$ cat src/sfr_defs.vh
// Constants for the servo fault supervision block
`ifndef SFR_DEFS_VH
`define SFR_DEFS_VH

// ----------------------------------------------------------------
// Register byte offsets
// ----------------------------------------------------------------
`define SFR_OFS_CTRL 8'h00
`define SFR_OFS_REACT 8'h04
`define SFR_OFS_TORQUE 8'h08
`define SFR_OFS_OSPD 8'h0c
`define SFR_OFS_OSPD2 8'h10
`define SFR_OFS_ALLOW 8'h14
`define SFR_OFS_STATUS 8'h18
`define SFR_OFS_IRQ_STAT 8'h1c
`define SFR_OFS_IRQ_MASK 8'h20
`define SFR_OFS_HIST_CNT 8'h24
`define SFR_OFS_HOLD_MAIN 8'h28
`define SFR_OFS_HIST0 8'h40
`define SFR_OFS_HIST7 8'h5c

// ----------------------------------------------------------------
// Field positions
// ----------------------------------------------------------------
`define SFR_CTRL_RESET 0
`define SFR_IRQ_RAISE 0
`define SFR_IRQ_STOP 1
`define SFR_IRQ_TIMEOUT 2
`define SFR_IRQ_DONE 3
`define SFR_IRQ_ACCEPT 4
`define SFR_IRQ_REFUSE 5
`define SFR_IRQ_W 6

// ----------------------------------------------------------------
// Reset values
// ----------------------------------------------------------------
`define SFR_RST_REACT 8'h00
`define SFR_RST_TORQUE 16'h0000
`define SFR_RST_OSPD 16'hffff
`define SFR_RST_OSPD2 16'hffff
`define SFR_RST_ALLOW 16'h0000
`define SFR_RST_MASK 6'h00
`define SFR_RST_HOLD_MAIN 8'h00

// ----------------------------------------------------------------
// Fault codes and reaction range
// ----------------------------------------------------------------
`define SFR_MAIN_NET 8'h83
`define SFR_SUB_CSYNC 8'h03
`define SFR_MAIN_OSPD 8'h26
`define SFR_SUB_OSPD 8'h00
`define SFR_SUB_OSPD2 8'h01
`define SFR_MAIN_ABS_DOWN 8'h40
`define SFR_MAIN_ABS_OSPD 8'h42
`define SFR_CODE_MPU 16'hffff
`define SFR_REACT_LO 8'hf9
`define SFR_REACT_HI 8'hfc
`define SFR_STOP_RPM 16'h001e

// ----------------------------------------------------------------
// Timing
// ----------------------------------------------------------------
`define SFR_CLK_HZ 200000000
`define SFR_HOLDOFF_S 10
`define SFR_HOLDOFF_CYC (`SFR_HOLDOFF_S * `SFR_CLK_HZ)
`define SFR_MS_PER_S 1000
`define SFR_MS_CYC (`SFR_CLK_HZ / `SFR_MS_PER_S)

`endif

$ cat src/sfr_class.v
// Fault attribute decode from main and sub code
`include "sfr_defs.vh"

module sfr_class
(
    // Fault code
    input wire [7:0] i_main,
    input wire [7:0] i_sub,
    // Attributes
    output wire o_hist,
    output wire o_resettable,
    output wire o_master_dep,
    output wire o_no_usb,
    output wire o_abs_need,
    output wire o_imm_stop
);

    // ----------------------------------------------------------------
    // Attribute table
    // ----------------------------------------------------------------
    // Bits: hist, resettable, master_dep, no_usb, abs_need, imm_stop
    function [5:0] attr;
        input [7:0] m;
        input [7:0] s;
        begin
            case (m)
                `SFR_MAIN_NET:
                    if (s == `SFR_SUB_CSYNC)
                        attr = 6'h3c;
                    else if (s != 8'h00 && s < 8'h06)
                        attr = 6'h38;
                    else
                        attr = 6'h20;
                `SFR_MAIN_OSPD:
                    attr = (s == `SFR_SUB_OSPD) ? 6'h31 : 6'h30;
                8'h87: attr = 6'h10;
                8'h88: attr = 6'h20;
                8'h90: attr = 6'h38;
                8'h91: attr = 6'h30;
                8'h92: attr = 6'h20;
                8'h93: attr = 6'h20;
                8'h95: attr = 6'h00;
                8'h99: attr = 6'h00;
                `SFR_MAIN_ABS_DOWN: attr = 6'h12;
                `SFR_MAIN_ABS_OSPD: attr = 6'h32;
                default: attr = 6'h20;
            endcase
        end
    endfunction

    wire [5:0] a;
    assign a = attr(i_main, i_sub);
    assign o_hist = a[5];
    assign o_resettable = a[4];
    assign o_master_dep = a[3];
    assign o_no_usb = a[2];
    assign o_abs_need = a[1];
    assign o_imm_stop = a[0];

endmodule

$ cat src/sfr_stop.v
// Immediate stop time supervision
`include "sfr_defs.vh"

module sfr_stop
#(
    parameter MS_CYC = `SFR_MS_CYC
)
(
    // Clock and reset
    input wire i_clk,
    input wire i_rstn,
    // Control
    input wire i_run,
    input wire [15:0] i_allow_ms,
    input wire [15:0] i_speed,
    // Status
    output wire o_expired,
    output wire o_slow
);

    reg [31:0] pre_q;
    reg [15:0] ms_q;

    // ----------------------------------------------------------------
    // Millisecond count while stopping
    // ----------------------------------------------------------------
    // Restarts on each stop, so a stale count never shortens one
    always @(posedge i_clk or negedge i_rstn)
    begin
        if (!i_rstn)
        begin
            pre_q <= 32'h0;
            ms_q <= 16'h0;
        end
        else if (!i_run)
        begin
            pre_q <= 32'h0;
            ms_q <= 16'h0;
        end
        else if (pre_q == MS_CYC - 1)
        begin
            pre_q <= 32'h0;
            if (ms_q != 16'hffff)
                ms_q <= ms_q + 16'h1;
        end
        else
            pre_q <= pre_q + 32'h1;
    end

    assign o_expired = i_run && (ms_q >= i_allow_ms);
    assign o_slow = i_speed < `SFR_STOP_RPM;

endmodule

$ cat src/sfr_top.v
// Servo fault supervision, reset gating and immediate stop
//
// Behaviour
// - Faults named by main/sub; 83.1-83.5 network.
// - Master-dependent faults need cause removed first.
// - Fault 83.3 ignores USB reset requests.
// - Hold-off faults refuse reset for 10 s.
// - Absolute faults reset only after value cleared.
// - Non-resettable faults clear only by power cycle.
// - Resettable faults clear by fieldbus or tool.
// - Immediate stop only with reaction -4 to -7.
// - Speed above normal level raises 26.0.
// - During stop, speed above stop level raises 26.1.
// - Fault 26.1 never stops; trips at once.
// - 26.0 and 26.1 together trip directly.
// - Stop not below 30 r/min in time trips.
// - Non-stop fault during stop trips at once.
// - Torque limit output is the stop torque in every state.
// - Processor malfunction shows reserved display code.
// - History faults stored; others not stored.
`include "sfr_defs.vh"

module sfr_top
#(
    parameter HOLDOFF_CYC = `SFR_HOLDOFF_CYC,
    parameter MS_CYC = `SFR_MS_CYC
)
(
    // Clock and reset
    input wire i_clk,
    input wire i_rstn,
    // APB slave
    input wire i_psel,
    input wire i_penable,
    input wire i_pwrite,
    input wire [7:0] i_paddr,
    input wire [31:0] i_pwdata,
    output wire [31:0] o_prdata,
    output wire o_pready,
    output wire o_pslverr,
    // Fault detection
    input wire i_fault_valid,
    input wire [7:0] i_fault_main,
    input wire [7:0] i_fault_sub,
    input wire [15:0] i_speed,
    input wire i_mpu_fault,
    // Reset requests and clearing conditions
    input wire i_rst_bus,
    input wire i_rst_tool,
    input wire i_rst_usb,
    input wire i_cause_cleared,
    input wire i_abs_cleared,
    // Drive reaction
    output wire o_stop_active,
    output wire [15:0] o_torque_lim,
    output wire o_tripped,
    output wire [15:0] o_disp_code,
    output wire o_irq
);

    localparam ST_RUN = 2'd0;
    localparam ST_STOP = 2'd1;
    localparam ST_TRIP = 2'd2;

    reg [1:0] state_q;
    reg [1:0] state_d;
    reg [7:0] react_q;
    reg [15:0] torque_q;
    reg [15:0] ospd_q;
    reg [15:0] ospd2_q;
    reg [15:0] allow_q;
    reg [7:0] hold_main_q;
    reg [5:0] irq_stat_q;
    reg [5:0] irq_mask_q;
    reg [15:0] code_q;
    reg [15:0] disp_q;
    reg hist_attr_q;
    reg rst_ok_q;
    reg mdep_q;
    reg no_usb_q;
    reg abs_need_q;
    reg hold_attr_q;
    reg abs_clr_q;
    reg [31:0] hold_cnt_q;
    reg ospd_prev_q;
    reg [31:0] rdata_q;
    reg [15:0] hist_mem [0:7];
    reg [2:0] hist_wp_q;
    reg [3:0] hist_cnt_q;
    reg [5:0] irq_set;
    reg [31:0] rd_d;
    reg evt_valid;
    reg [7:0] evt_main;
    reg [7:0] evt_sub;

    wire wr_en;
    wire rd_setup;
    wire addr_ok;
    wire ospd_now;
    wire ospd2_now;
    wire ospd_rise;
    wire ospd2_evt;
    wire c_hist;
    wire c_rst;
    wire c_mdep;
    wire c_nousb;
    wire c_abs;
    wire c_imm;
    wire react_ok;
    wire stop_expired;
    wire stop_slow;
    wire req_net;
    wire req_usb;
    wire req_any;
    wire rst_accept;
    wire raise;

    // ----------------------------------------------------------------
    // APB access
    // ----------------------------------------------------------------
    assign wr_en = i_psel && i_penable && i_pwrite;
    assign rd_setup = i_psel && !i_penable;
    assign addr_ok = (i_paddr[1:0] == 2'b00) &&
        ((i_paddr <= `SFR_OFS_HOLD_MAIN) ||
         (i_paddr >= `SFR_OFS_HIST0 && i_paddr <= `SFR_OFS_HIST7));
    // Always ready; read data is taken in the setup cycle
    assign o_pready = 1'b1;
    assign o_pslverr = i_psel && i_penable && !addr_ok;
    assign o_prdata = rdata_q;

    always @*
    begin
        rd_d = 32'h0;
        case (i_paddr)
            `SFR_OFS_REACT: rd_d = {24'h0, react_q};
            `SFR_OFS_TORQUE: rd_d = {16'h0, torque_q};
            `SFR_OFS_OSPD: rd_d = {16'h0, ospd_q};
            `SFR_OFS_OSPD2: rd_d = {16'h0, ospd2_q};
            `SFR_OFS_ALLOW: rd_d = {16'h0, allow_q};
            `SFR_OFS_STATUS:
                rd_d = {12'h0, hold_cnt_q != 32'h0, i_mpu_fault,
                    state_q, code_q};
            `SFR_OFS_IRQ_STAT: rd_d = {26'h0, irq_stat_q};
            `SFR_OFS_IRQ_MASK: rd_d = {26'h0, irq_mask_q};
            `SFR_OFS_HIST_CNT: rd_d = {28'h0, hist_cnt_q};
            `SFR_OFS_HOLD_MAIN: rd_d = {24'h0, hold_main_q};
            default:
                if (i_paddr >= `SFR_OFS_HIST0 &&
                    i_paddr <= `SFR_OFS_HIST7)
                    rd_d = {16'h0, hist_mem[i_paddr[4:2]]};
                else
                    rd_d = 32'h0;
        endcase
    end

    always @(posedge i_clk or negedge i_rstn)
    begin
        if (!i_rstn)
        begin
            rdata_q <= 32'h0;
            react_q <= `SFR_RST_REACT;
            torque_q <= `SFR_RST_TORQUE;
            ospd_q <= `SFR_RST_OSPD;
            ospd2_q <= `SFR_RST_OSPD2;
            allow_q <= `SFR_RST_ALLOW;
            irq_mask_q <= `SFR_RST_MASK;
            hold_main_q <= `SFR_RST_HOLD_MAIN;
        end
        else
        begin
            if (rd_setup)
                rdata_q <= rd_d;
            if (wr_en)
            begin
                case (i_paddr)
                    `SFR_OFS_REACT: react_q <= i_pwdata[7:0];
                    `SFR_OFS_TORQUE: torque_q <= i_pwdata[15:0];
                    `SFR_OFS_OSPD: ospd_q <= i_pwdata[15:0];
                    `SFR_OFS_OSPD2: ospd2_q <= i_pwdata[15:0];
                    `SFR_OFS_ALLOW: allow_q <= i_pwdata[15:0];
                    `SFR_OFS_IRQ_MASK: irq_mask_q <= i_pwdata[5:0];
                    `SFR_OFS_HOLD_MAIN: hold_main_q <= i_pwdata[7:0];
                    default: rdata_q <= rdata_q;
                endcase
            end
        end
    end

    // ----------------------------------------------------------------
    // Overspeed detection and event selection
    // ----------------------------------------------------------------
    assign ospd_now = i_speed > ospd_q;
    assign ospd2_now = i_speed > ospd2_q;
    assign ospd_rise = ospd_now && !ospd_prev_q;
    // Level 2 is watched in a stop, and also when level 1 first trips
    // so that a low level 2 setting skips the stop
    assign ospd2_evt = ospd2_now &&
        ((state_q == ST_STOP) || (state_q == ST_RUN && ospd_rise));

    always @*
    begin
        evt_valid = 1'b1;
        evt_main = `SFR_MAIN_OSPD;
        evt_sub = `SFR_SUB_OSPD;
        if (ospd2_evt)
            evt_sub = `SFR_SUB_OSPD2;
        else if (ospd_rise)
            evt_sub = `SFR_SUB_OSPD;
        else if (i_fault_valid)
        begin
            evt_main = i_fault_main;
            evt_sub = i_fault_sub;
        end
        else
            evt_valid = 1'b0;
    end

    sfr_class u_class
    (
        .i_main(evt_main),
        .i_sub(evt_sub),
        .o_hist(c_hist),
        .o_resettable(c_rst),
        .o_master_dep(c_mdep),
        .o_no_usb(c_nousb),
        .o_abs_need(c_abs),
        .o_imm_stop(c_imm)
    );

    // ----------------------------------------------------------------
    // Stop supervision
    // ----------------------------------------------------------------
    assign react_ok = ($signed(react_q) >= $signed(`SFR_REACT_LO)) &&
        ($signed(react_q) <= $signed(`SFR_REACT_HI));

    sfr_stop #(.MS_CYC(MS_CYC)) u_stop
    (
        .i_clk(i_clk),
        .i_rstn(i_rstn),
        .i_run(state_q == ST_STOP),
        .i_allow_ms(allow_q),
        .i_speed(i_speed),
        .o_expired(stop_expired),
        .o_slow(stop_slow)
    );

    // ----------------------------------------------------------------
    // Reset request gating
    // ----------------------------------------------------------------
    assign req_net = i_rst_bus || i_rst_tool ||
        (wr_en && i_paddr == `SFR_OFS_CTRL && i_pwdata[`SFR_CTRL_RESET]);
    assign req_usb = i_rst_usb;
    assign req_any = (req_net || req_usb) && state_q == ST_TRIP;
    assign rst_accept = req_any &&
        rst_ok_q &&
        !(mdep_q && !i_cause_cleared) &&
        !(no_usb_q && !req_net) &&
        !(hold_attr_q && hold_cnt_q != 32'h0) &&
        !(abs_need_q && !abs_clr_q);
    assign raise = evt_valid && state_q == ST_RUN;

    // ----------------------------------------------------------------
    // State machine
    // ----------------------------------------------------------------
    always @*
    begin
        state_d = state_q;
        irq_set = 6'h00;
        case (state_q)
            ST_RUN:
                if (evt_valid)
                begin
                    irq_set[`SFR_IRQ_RAISE] = 1'b1;
                    if (c_imm && react_ok)
                    begin
                        state_d = ST_STOP;
                        irq_set[`SFR_IRQ_STOP] = 1'b1;
                    end
                    else
                        state_d = ST_TRIP;
                end
            ST_STOP:
                if (evt_valid && !c_imm)
                    state_d = ST_TRIP;
                else if (stop_slow)
                begin
                    state_d = ST_TRIP;
                    irq_set[`SFR_IRQ_DONE] = 1'b1;
                end
                else if (stop_expired)
                begin
                    state_d = ST_TRIP;
                    irq_set[`SFR_IRQ_TIMEOUT] = 1'b1;
                end
            ST_TRIP:
                if (rst_accept)
                begin
                    state_d = ST_RUN;
                    irq_set[`SFR_IRQ_ACCEPT] = 1'b1;
                end
                else if (req_any)
                    irq_set[`SFR_IRQ_REFUSE] = 1'b1;
            default: state_d = ST_RUN;
        endcase
    end

    always @(posedge i_clk or negedge i_rstn)
    begin
        if (!i_rstn)
        begin
            state_q <= ST_RUN;
            code_q <= 16'h0;
            hist_attr_q <= 1'b0;
            rst_ok_q <= 1'b0;
            mdep_q <= 1'b0;
            no_usb_q <= 1'b0;
            abs_need_q <= 1'b0;
            hold_attr_q <= 1'b0;
            abs_clr_q <= 1'b0;
            hold_cnt_q <= 32'h0;
            ospd_prev_q <= 1'b0;
            disp_q <= 16'h0;
        end
        else
        begin
            state_q <= state_d;
            ospd_prev_q <= ospd_now;
            // Only the first fault is latched; later history faults only go to history
            if (raise)
            begin
                code_q <= {evt_main, evt_sub};
                hist_attr_q <= c_hist;
                rst_ok_q <= c_rst;
                mdep_q <= c_mdep;
                no_usb_q <= c_nousb;
                abs_need_q <= c_abs;
                hold_attr_q <= (hold_main_q != 8'h00) &&
                    (evt_main == hold_main_q);
                hold_cnt_q <= HOLDOFF_CYC;
            end
            else if (hold_cnt_q != 32'h0)
                hold_cnt_q <= hold_cnt_q - 32'h1;
            if (raise)
                abs_clr_q <= 1'b0;
            else if (i_abs_cleared)
                abs_clr_q <= 1'b1;
            if (rst_accept)
                code_q <= 16'h0;
            // Display shows the reserved code over any fault number
            if (i_mpu_fault)
                disp_q <= `SFR_CODE_MPU;
            else if (raise)
                disp_q <= {evt_main, evt_sub};
            else if (rst_accept)
                disp_q <= 16'h0;
            else
                disp_q <= code_q;
        end
    end

    // ----------------------------------------------------------------
    // Fault history
    // ----------------------------------------------------------------
    // Eight entries, oldest overwritten once full
    always @(posedge i_clk or negedge i_rstn)
    begin
        if (!i_rstn)
        begin
            hist_wp_q <= 3'h0;
            hist_cnt_q <= 4'h0;
        end
        else if (evt_valid && c_hist)
        begin
            hist_wp_q <= hist_wp_q + 3'h1;
            if (hist_cnt_q != 4'h8)
                hist_cnt_q <= hist_cnt_q + 4'h1;
        end
    end

    always @(posedge i_clk)
    begin
        if (evt_valid && c_hist)
            hist_mem[hist_wp_q] <= {evt_main, evt_sub};
    end

    // ----------------------------------------------------------------
    // Interrupts
    // ----------------------------------------------------------------
    // Set wins over a write-one clear in the same cycle
    always @(posedge i_clk or negedge i_rstn)
    begin
        if (!i_rstn)
            irq_stat_q <= 6'h00;
        else if (wr_en && i_paddr == `SFR_OFS_IRQ_STAT)
            irq_stat_q <= (irq_stat_q & ~i_pwdata[5:0]) | irq_set;
        else
            irq_stat_q <= irq_stat_q | irq_set;
    end

    assign o_irq = |(irq_stat_q & irq_mask_q);

    // ----------------------------------------------------------------
    // Outputs
    // ----------------------------------------------------------------
    assign o_stop_active = state_q == ST_STOP;
    assign o_torque_lim = torque_q;
    assign o_tripped = state_q == ST_TRIP;
    assign o_disp_code = disp_q;

endmodule

$ cat config.mk
export PLATFORM = sky130hd
export DESIGN_NAME = sfr_top
export DESIGN_NICKNAME = d
export VERILOG_FILES = /design/src/sfr_class.v /design/src/sfr_stop.v /design/src/sfr_top.v
export VERILOG_INCLUDE_DIRS = /design/src
export SDC_FILE = /design/constraint.sdc
export NUM_CORES = 1
export LEC_CHECK = 0
export ABC_AREA = 1
export BUFFER_PORTS_ARGS = -buffer_cell sky130_fd_sc_hd__buf_2
export CAP_MARGIN = 15
export CORE_AREA = 5 5 245 175
export DETAILED_ROUTE_END_ITERATION = 6
export DIE_AREA = 0 0 250 180
export PLACE_DENSITY = 0.7
export SETUP_SLACK_MARGIN = 0.2
export SYNTH_ARGS = -nofsm -noshare
export SYNTH_HDL_FRONTEND = slang
export SYNTH_SLANG_ARGS = --single-unit
$ cat constraint.sdc
create_clock -name i_clk -period 3.65 [get_ports i_clk]
set_clock_uncertainty 0.2 [all_clocks]
set_input_delay 0.1825 -clock i_clk [delete_from_list [all_inputs] [get_ports i_clk]]
set_output_delay 0.1825 -clock i_clk [all_outputs]
set_load 0.005 [all_outputs]
==> qor.yml, run 1 <==
status:
  status: "complete, no violations"
clock_tree:
  cts_buffers: 38
  worst_skew_pair.late_latency_ps: 550
  cts_tree: "done"
  h-tree-depth: 2
  cts_num_sinks: 368
  path_clk_slew_ps: 60
  clockRootBuffer: "clkbuf_16"
  cts_buffer_depth: 3
power_and_ir_drop:
  p_leak_nw: 9.28
  vdd_drop_max_mv: 0.415
  power_mw: 11.0
  power_density_nw_per_um2: 498
timing:
  slew_viol_final: 0
  rsz0062_at_grt: "yes"
  whs_ps: 24.0
  worst_pin_slew_ps: 1120
  finalCritPeriodShare: 0.980
  fmax_ghz: 0.280
  slew_headroom: 0.254
  hold_viol_final: 0
  setup_violations: 0
  tns_ps: 0
  finalWorstSetupSlack_ps: 72.7
  fin_crit_ps: 3580
placement:
  place_ws_ps: 19.6
  hpwl_mm: 37.5
  port-buffer-count: 123
  place_congestion: 0.947
yosys:
  ys_seq_elements: 368
  yosys_warnings: 0
  synth-main-ff-cell: "dfrtp_1"
  yosys.area.top_type: "dfrtp_1"
  yosysUniqueCellTypes: 62
  synthTopCellsByArea: "dfrtp_1, edfxtp_1, nand2_1"
  synth-edff-count: 128
  async_reset_ff_frac: 0.652
  synth.avg_cell_area_um2: 9.28
  yosysSeqAreaShare: 0.554
  synthesis.area_um2: 17900
  syn_inst: 1924
  synth_top_area_frac: 0.291
critical_path:
  critical_path_required_ps: 3700
  reg2reg_depth: 22
  critical_path_class: "flip-flop to flip-flop"
  crit_buf_inv: 6
  cp_slowest_stage_delay_ps: 540
  worstReg2RegEnd: "hist_mem[4][8]$_DFFE_PP_"
  crit_top_cell: "nor2_4"
  worstPathMaxFanout: 16
  endpoint_kind: "flip-flop"
  path_cells: "inv_2, ha_4, nand2_4, nor2_4, nand4_1, nor2_4, inv_2, nand3_4, buf_6, nand2_2, inv_2, nand2_2, nand2_4, nor2_1, and2_4, nor2_4, nand2_4, nand2_8, nand3_4, buf_12, nor2_4, buf_12"
  start_kind: "flip-flop"
  r2r_slack_ps: 70
  critPathSlowestCell: "dfstp_2"
  worstReg2RegStart: "ospd_q[7]$_DFFE_PN1P_"
  critPathTopFamily: "simple AND/OR/NAND/NOR gates"
  arrival_ps: 3620
grt:
  track_usage: 0.227
  grt_pass1_vias: 14600
  grt_pass1_wl_mm: 81.4
  grt_max_degree: 99
  antenna_found_initial: 0
  grt_overflow_total: 0
layout:
  drive_above_1_share: 0.220
  seq_area_um2: 9890
  area_growth_pct: 23.2
  final_util: 0.545
  multi_input_area_um2: 7430
  diodes: 0
  fill_cells: 3520
  layout.nets: 2302
min_path:
  hp-class: "input pin to flip-flop"
  whs_endpoint: "rst_ok_q$_DFFE_PN0P_"
  hp-start: "i_fault_main[4]"
  min_delay_path_depth: 7
floorplan:
  coreArea_um2: 40400
  io_pins: 153
  dieArea_um2: 45000
  start_util: 0.442
  die_h_um: 180
  fp-row-count: 62
  die_x_um: 250
routing:
  wl_per_cell_um: 19.3
  antenna_left: 0
  viasPerCell: 5.49
  vias: 15000
  first_pass_iters: 5
  drt-initial-drc-count: 1604
  post-route-drc-count: 0
  drt_wl_total_mm: 52.8
run:
  cap_violations: 0
## worst max path at each step
stage	depth (start not counted)	startpoint	to
after floorplan	20	ospd_q[13]$_DFFE_PN1P_	hist_mem[1][0]$_DFFE_PP_
after global placement	18	ospd_q[11]$_DFFE_PN1P_	hist_mem[1][8]$_DFFE_PP_
after detailed placement	20	ospd_q[11]$_DFFE_PN1P_	hist_mem[6][11]$_DFFE_PP_
after CTS	22	ospd_q[5]$_DFFE_PN1P_	hist_mem[6][5]$_DFFE_PP_
after global routing	23	ospd_q[9]$_DFFE_PN1P_	hist_mem[0][1]$_DFFE_PP_
final	22	ospd_q[7]$_DFFE_PN1P_	hist_mem[4][8]$_DFFE_PP_
## cell usage after synthesis, types with 4 or more instances
| master | count |
|---|---|
| inv_2 | 11 |
| nand3_1 | 79 |
| nand2_1 | 395 |
| inv_1 | 228 |
| xor2_1 | 27 |
| xnor2_1 | 9 |
| o21bai_1 | 4 |
| buf_1 | 9 |
| nand2_4 | 4 |
| nor3b_1 | 4 |
| o22ai_1 | 77 |
| clkbuf_1 | 34 |
| nor4_1 | 15 |
| buf_4 | 13 |
| o211ai_1 | 4 |
| mux2_2 | 14 |
| a221oi_1 | 13 |
| nor2_2 | 20 |
| a31oi_1 | 6 |
| nand3_2 | 6 |
| ha_1 | 55 |
| buf_2 | 6 |
| nand4_1 | 43 |
| a22o_1 | 5 |
| o21ai_0 | 175 |
| edfxtp_1 | 128 |
| nor3_2 | 6 |
| nor2_1 | 155 |
| a211oi_1 | 7 |
| a21oi_1 | 52 |
| dfstp_2 | 32 |
| nand2_2 | 9 |
| dfrtp_1 | 208 |
| nor3_1 | 30 |
## what timing repair did
action                                 in CTS  in global routing
cloned                                      3                  0
pin swaps                                  19                 20
resized for setup                          79                 68
setup endpoints to repair                 128                146
hold buffers                               29                  0
endpoints found under the hold margin     234                  0
setup buffers                              24                  6
## per-layer routing
metal / track usage / vias up / wire length (um)
met5: 0 / - / 0
met4: 0.0792 / 0 / 1860
met3: 0.0584 / 115 / 4740
met2: 0.338 / 597 / 23100
met1: 0.324 / 7337 / 23100
li1: - / 6984 / -
## worst register-to-register path, stage by stage, from the launching register on
cell and delay, ps:
dfstp_2 540, inv_2 50, ha_4 270, nand2_4 50, nor2_4 100, nand4_1 170
nor2_4 160, inv_2 50, nand3_4 160, buf_6 160, nand2_2 80, inv_2 60
nand2_2 80, nand2_4 100, nor2_1 50, and2_4 140, nor2_4 140, nand2_4 90
nand2_8 100, nand3_4 110, buf_12 160, nor2_4 90, buf_12 170
## flip-flops by register name, summed over array words and instances, names as in the netlist, 2 cells and up
register      flops
hist_mem        128
hold_cnt_q       32
u_stop.pre_q     32
o_prdata         20
allow_q          16
code_q           16
o_disp_code      16
o_torque_lim     16
ospd2_q          16
ospd_q           16
u_stop.ms_q      16
hold_main_q       8
react_q           8
irq_mask_q        6
irq_stat_q        6
hist_cnt_q        4
hist_wp_q         3
state_q           2
## power by group
group	leakage, nW	total (mW)	internal, mW	switching (mW)
Combinational	4.45	2.03	0.745	1.29
Sequential	4.23	5.03	4.80	0.227
Clock	0.599	3.90	2.24	1.66
Total	9.28	11.0	7.78	3.18
## cells in the final DEF, fill, tap and decap left out, drive strengths merged, types with 52 or more instances in the layout
| cell | count |
|---|---|
| clkbuf | 52 |
| nor2 | 176 |
| o22ai | 77 |
| ha | 55 |
| inv | 241 |
| buf | 222 |
| dfrtp | 208 |
| edfxtp | 128 |
| a21oi | 53 |
| o21ai | 179 |
| nand2 | 410 |
| nand3 | 86 |
## final cells by class
cell class / instances / area share
Clock buffer: 52 / 0.0474
Clock inverter: 18 / 0.00870
Inverter: 241 / 0.0417
Multi-Input combinational cell: 1263 / 0.337
Sequential cell: 368 / 0.449
Tap cell: 544 / 0.0309
Timing Repair Buffer: 251 / 0.0846
## logic make-up after synthesis
group	after synthesis	share of synthesized area
fa+ha+maj	55	0.0385
compound gates	362	0.116
other cells	2	0.000420
mux	14	0.00883
xor+xnor	36	0.0177
flops	368	0.554
simple gates	782	0.197
buf+inv	305	0.0683
## metrics by stage
stage,instances,instance area (um^2)
2_1_floorplan,1935,17900
3_3_place_gp,2605,19500
3_5_place_dp,2605,19500
4_1_cts,2731,21700
5_1_grt,2737,22000
6_report,2737,22000
Power figures use the tool's default switching activity.
==> run 2: changes to the inputs <==
--- a/config.mk
+++ b/config.mk
@@ -10,6 +10,7 @@
 export BUFFER_PORTS_ARGS = -buffer_cell sky130_fd_sc_hd__buf_2
 export CAP_MARGIN = 15
 export CORE_AREA = 5 5 245 175
+export CTS_CLUSTER_SIZE = 30
 export DETAILED_ROUTE_END_ITERATION = 6
 export DIE_AREA = 0 0 250 180
 export PLACE_DENSITY = 0.7
==> constraint.sdc (replaced) <==
create_clock -name i_clk -period 3.65 [get_ports i_clk]
set_clock_uncertainty 0.2 [all_clocks]
set_input_delay 0.73 -clock i_clk [delete_from_list [all_inputs] [get_ports i_clk]]
set_output_delay 0.73 -clock i_clk [all_outputs]
set_load 0.005 [all_outputs]
==> qor.yml, run 2 (same netlist as run 1, synthesis figures left out) <==
status:
  status: "complete, no violations"
critical_path:
  worstReg2RegEnd: "hist_mem[1][11]$_DFFE_PP_"
  r2r_slack_ps: 80
  critical_path_required_ps: 3710
  start_kind: "flip-flop"
  worstPathMaxFanout: 8
  endpoint_kind: "flip-flop"
  critical_path_class: "flip-flop to flip-flop"
  reg2reg_depth: 22
  arrival_ps: 3630
  worstReg2RegStart: "ospd_q[5]$_DFFE_PN1P_"
grt:
  met3_usage: 0.0442
  grt_pass1_wl_mm: 80.9
  grt_max_degree: 101
  grt_overflow_total: 0
  grt_pass1_vias: 14300
  gr-usage-met2: 0.331
  antenna_found_initial: 1
  use_met1: 0.337
  track_usage: 0.226
  grt_busiest_layer: "met1"
routing:
  first_pass_iters: 5
  viasPerCell: 5.49
  vias: 14900
  wl_per_cell_um: 19.2
  drt-initial-drc-count: 1639
  antenna_left: 0
  post-route-drc-count: 0
  drt_wl_total_mm: 52.3
placement:
  placed_area_um2: 20000
  port-buffer-count: 123
  hpwl_mm: 38.1
  place_congestion: 0.908
layout:
  final_common_cell: "nand2_1"
  top_register: "hist_mem"
  largest_reg_flops: 128
  final_util: 0.537
  design_area_um2: 21700
  diodes: 0
  largestRegisters: "hist_mem (128), hold_cnt_q (32), u_stop.pre_q (32)"
  layout.nets: 2288
  area_growth_pct: 21.6
  drive_above_1_share: 0.225
  final_cell_mix: "nand2_1, inv_1, dfrtp_1"
clock_tree:
  h-tree-depth: 2
  cts_buffer_depth: 3
  path_clk_slew_ps: 70
  cts_num_sinks: 368
  cts_tree: "done"
  worst_skew_pair.late_latency_ps: 550
  cts_hold_buf: 0
  cts_buffers: 37
  clockRootBuffer: "clkbuf_16"
power_and_ir_drop:
  power_density_nw_per_um2: 495
  vdd_drop_max_mv: 0.326
  p_leak_nw: 9.20
run:
  cap_violations: 0
floorplan:
  start_util: 0.442
  coreArea_um2: 40400
  fp-row-count: 62
  io_pins: 153
  dieArea_um2: 45000
  die_h_um: 180
  die_x_um: 250
timing:
  slew_viol_final: 0
  setup_violations: 0
  worst_pin_slew_ps: 835
  tns_ps: 0
  slew_headroom: 0.444
  fin_crit_ps: 3570
  finalCritPeriodShare: 0.978
  fmax_ghz: 0.280
  rsz0062_at_grt: "yes"
  hold_viol_final: 0
min_path:
  hp-class: "input pin to async pin"
==> run 2: how the worst max path moves through the flow <==
stage / from / to / cells past startpoint
2_1_floorplan: i_speed[15] / hist_mem[1][0]$_DFFE_PP_ / 18
3_3_place_gp: i_speed[9] / hist_mem[0][9]$_DFFE_PP_ / 20
3_5_place_dp: i_speed[15] / hist_mem[4][8]$_DFFE_PP_ / 19
4_1_cts: ospd_q[6]$_DFFE_PN1P_ / hist_mem[1][8]$_DFFE_PP_ / 24
5_1_grt: ospd_q[5]$_DFFE_PN1P_ / hist_mem[1][8]$_DFFE_PP_ / 22
6_report: ospd_q[5]$_DFFE_PN1P_ / hist_mem[1][11]$_DFFE_PP_ / 22
==> run 2: worst max-delay path, stage by stage, from the launching register on <==
cell     delay, ps
dfstp_2        540
inv_2           50
ha_4           260
nand2_2         40
nor2_2         110
nand4_1        160
nor2_4         150
inv_2           50
nand3_4        160
buf_12         160
nand2_4         50
inv_4           70
nand3_4         80
nor2_4         140
nand2_2         80
buf_6          120
o21ai_4        160
nor2_4          60
nand2_8         80
nand2_8         80
nor3_4         160
buf_6          160
buf_16         130
==> run 2: metal layers <==
metal  up-vias  routed length (um)  share of wire
li1       6964                   -              -
met1      7203               23300           0.45
met2       673               22400           0.43
met3       100                4760          0.091
met4         0                1890          0.036
met5         -                   0              0
==> run 2: power breakdown <==
group	internal [mW]	total [mW]	switching, mW	leakage, nW
combinational	0.763	2.07	1.31	4.42
clock	2.01	3.64	1.62	0.550
sequential	4.80	5.04	0.244	4.23
total	7.58	10.8	3.18	9.20
==> run 2: timing repair <==
| item | CTS | global route |
|---|---|---|
| endpoints found under the setup margin | 166 | 145 |
| pin swaps | 19 | 24 |
| setup buffers | 10 | 4 |
| gates cloned | 3 | 0 |
| resized for setup | 65 | 60 |
==> run 2: cell type report <==
cell class                      instances  area, um^2
Multi-Input combinational cell       1263        7390
Timing Repair Buffer                  238        1710
Sequential cell                       368        9890
Tap cell                              544         681
Clock inverter                         10        81.3
Clock buffer                           58        1050
Inverter                              241         912
Fill cell                            3541       18700
==> run 2: metrics by stage <==
step / power [mW] / setup slack (ps) / hold WS [ps] / cells
2_1_floorplan: 6.14 / 63.2 / 234 / 1935
3_3_place_gp: 6.94 / -323 / 258 / 2637
3_5_place_dp: 7.01 / -349 / 273 / 2637
4_1_cts: 10.7 / 111 / 42.8 / 2718
5_1_grt: 11.2 / -49.0 / 77.9 / 2722
6_report: 10.8 / 81.6 / 2.71 / 2722
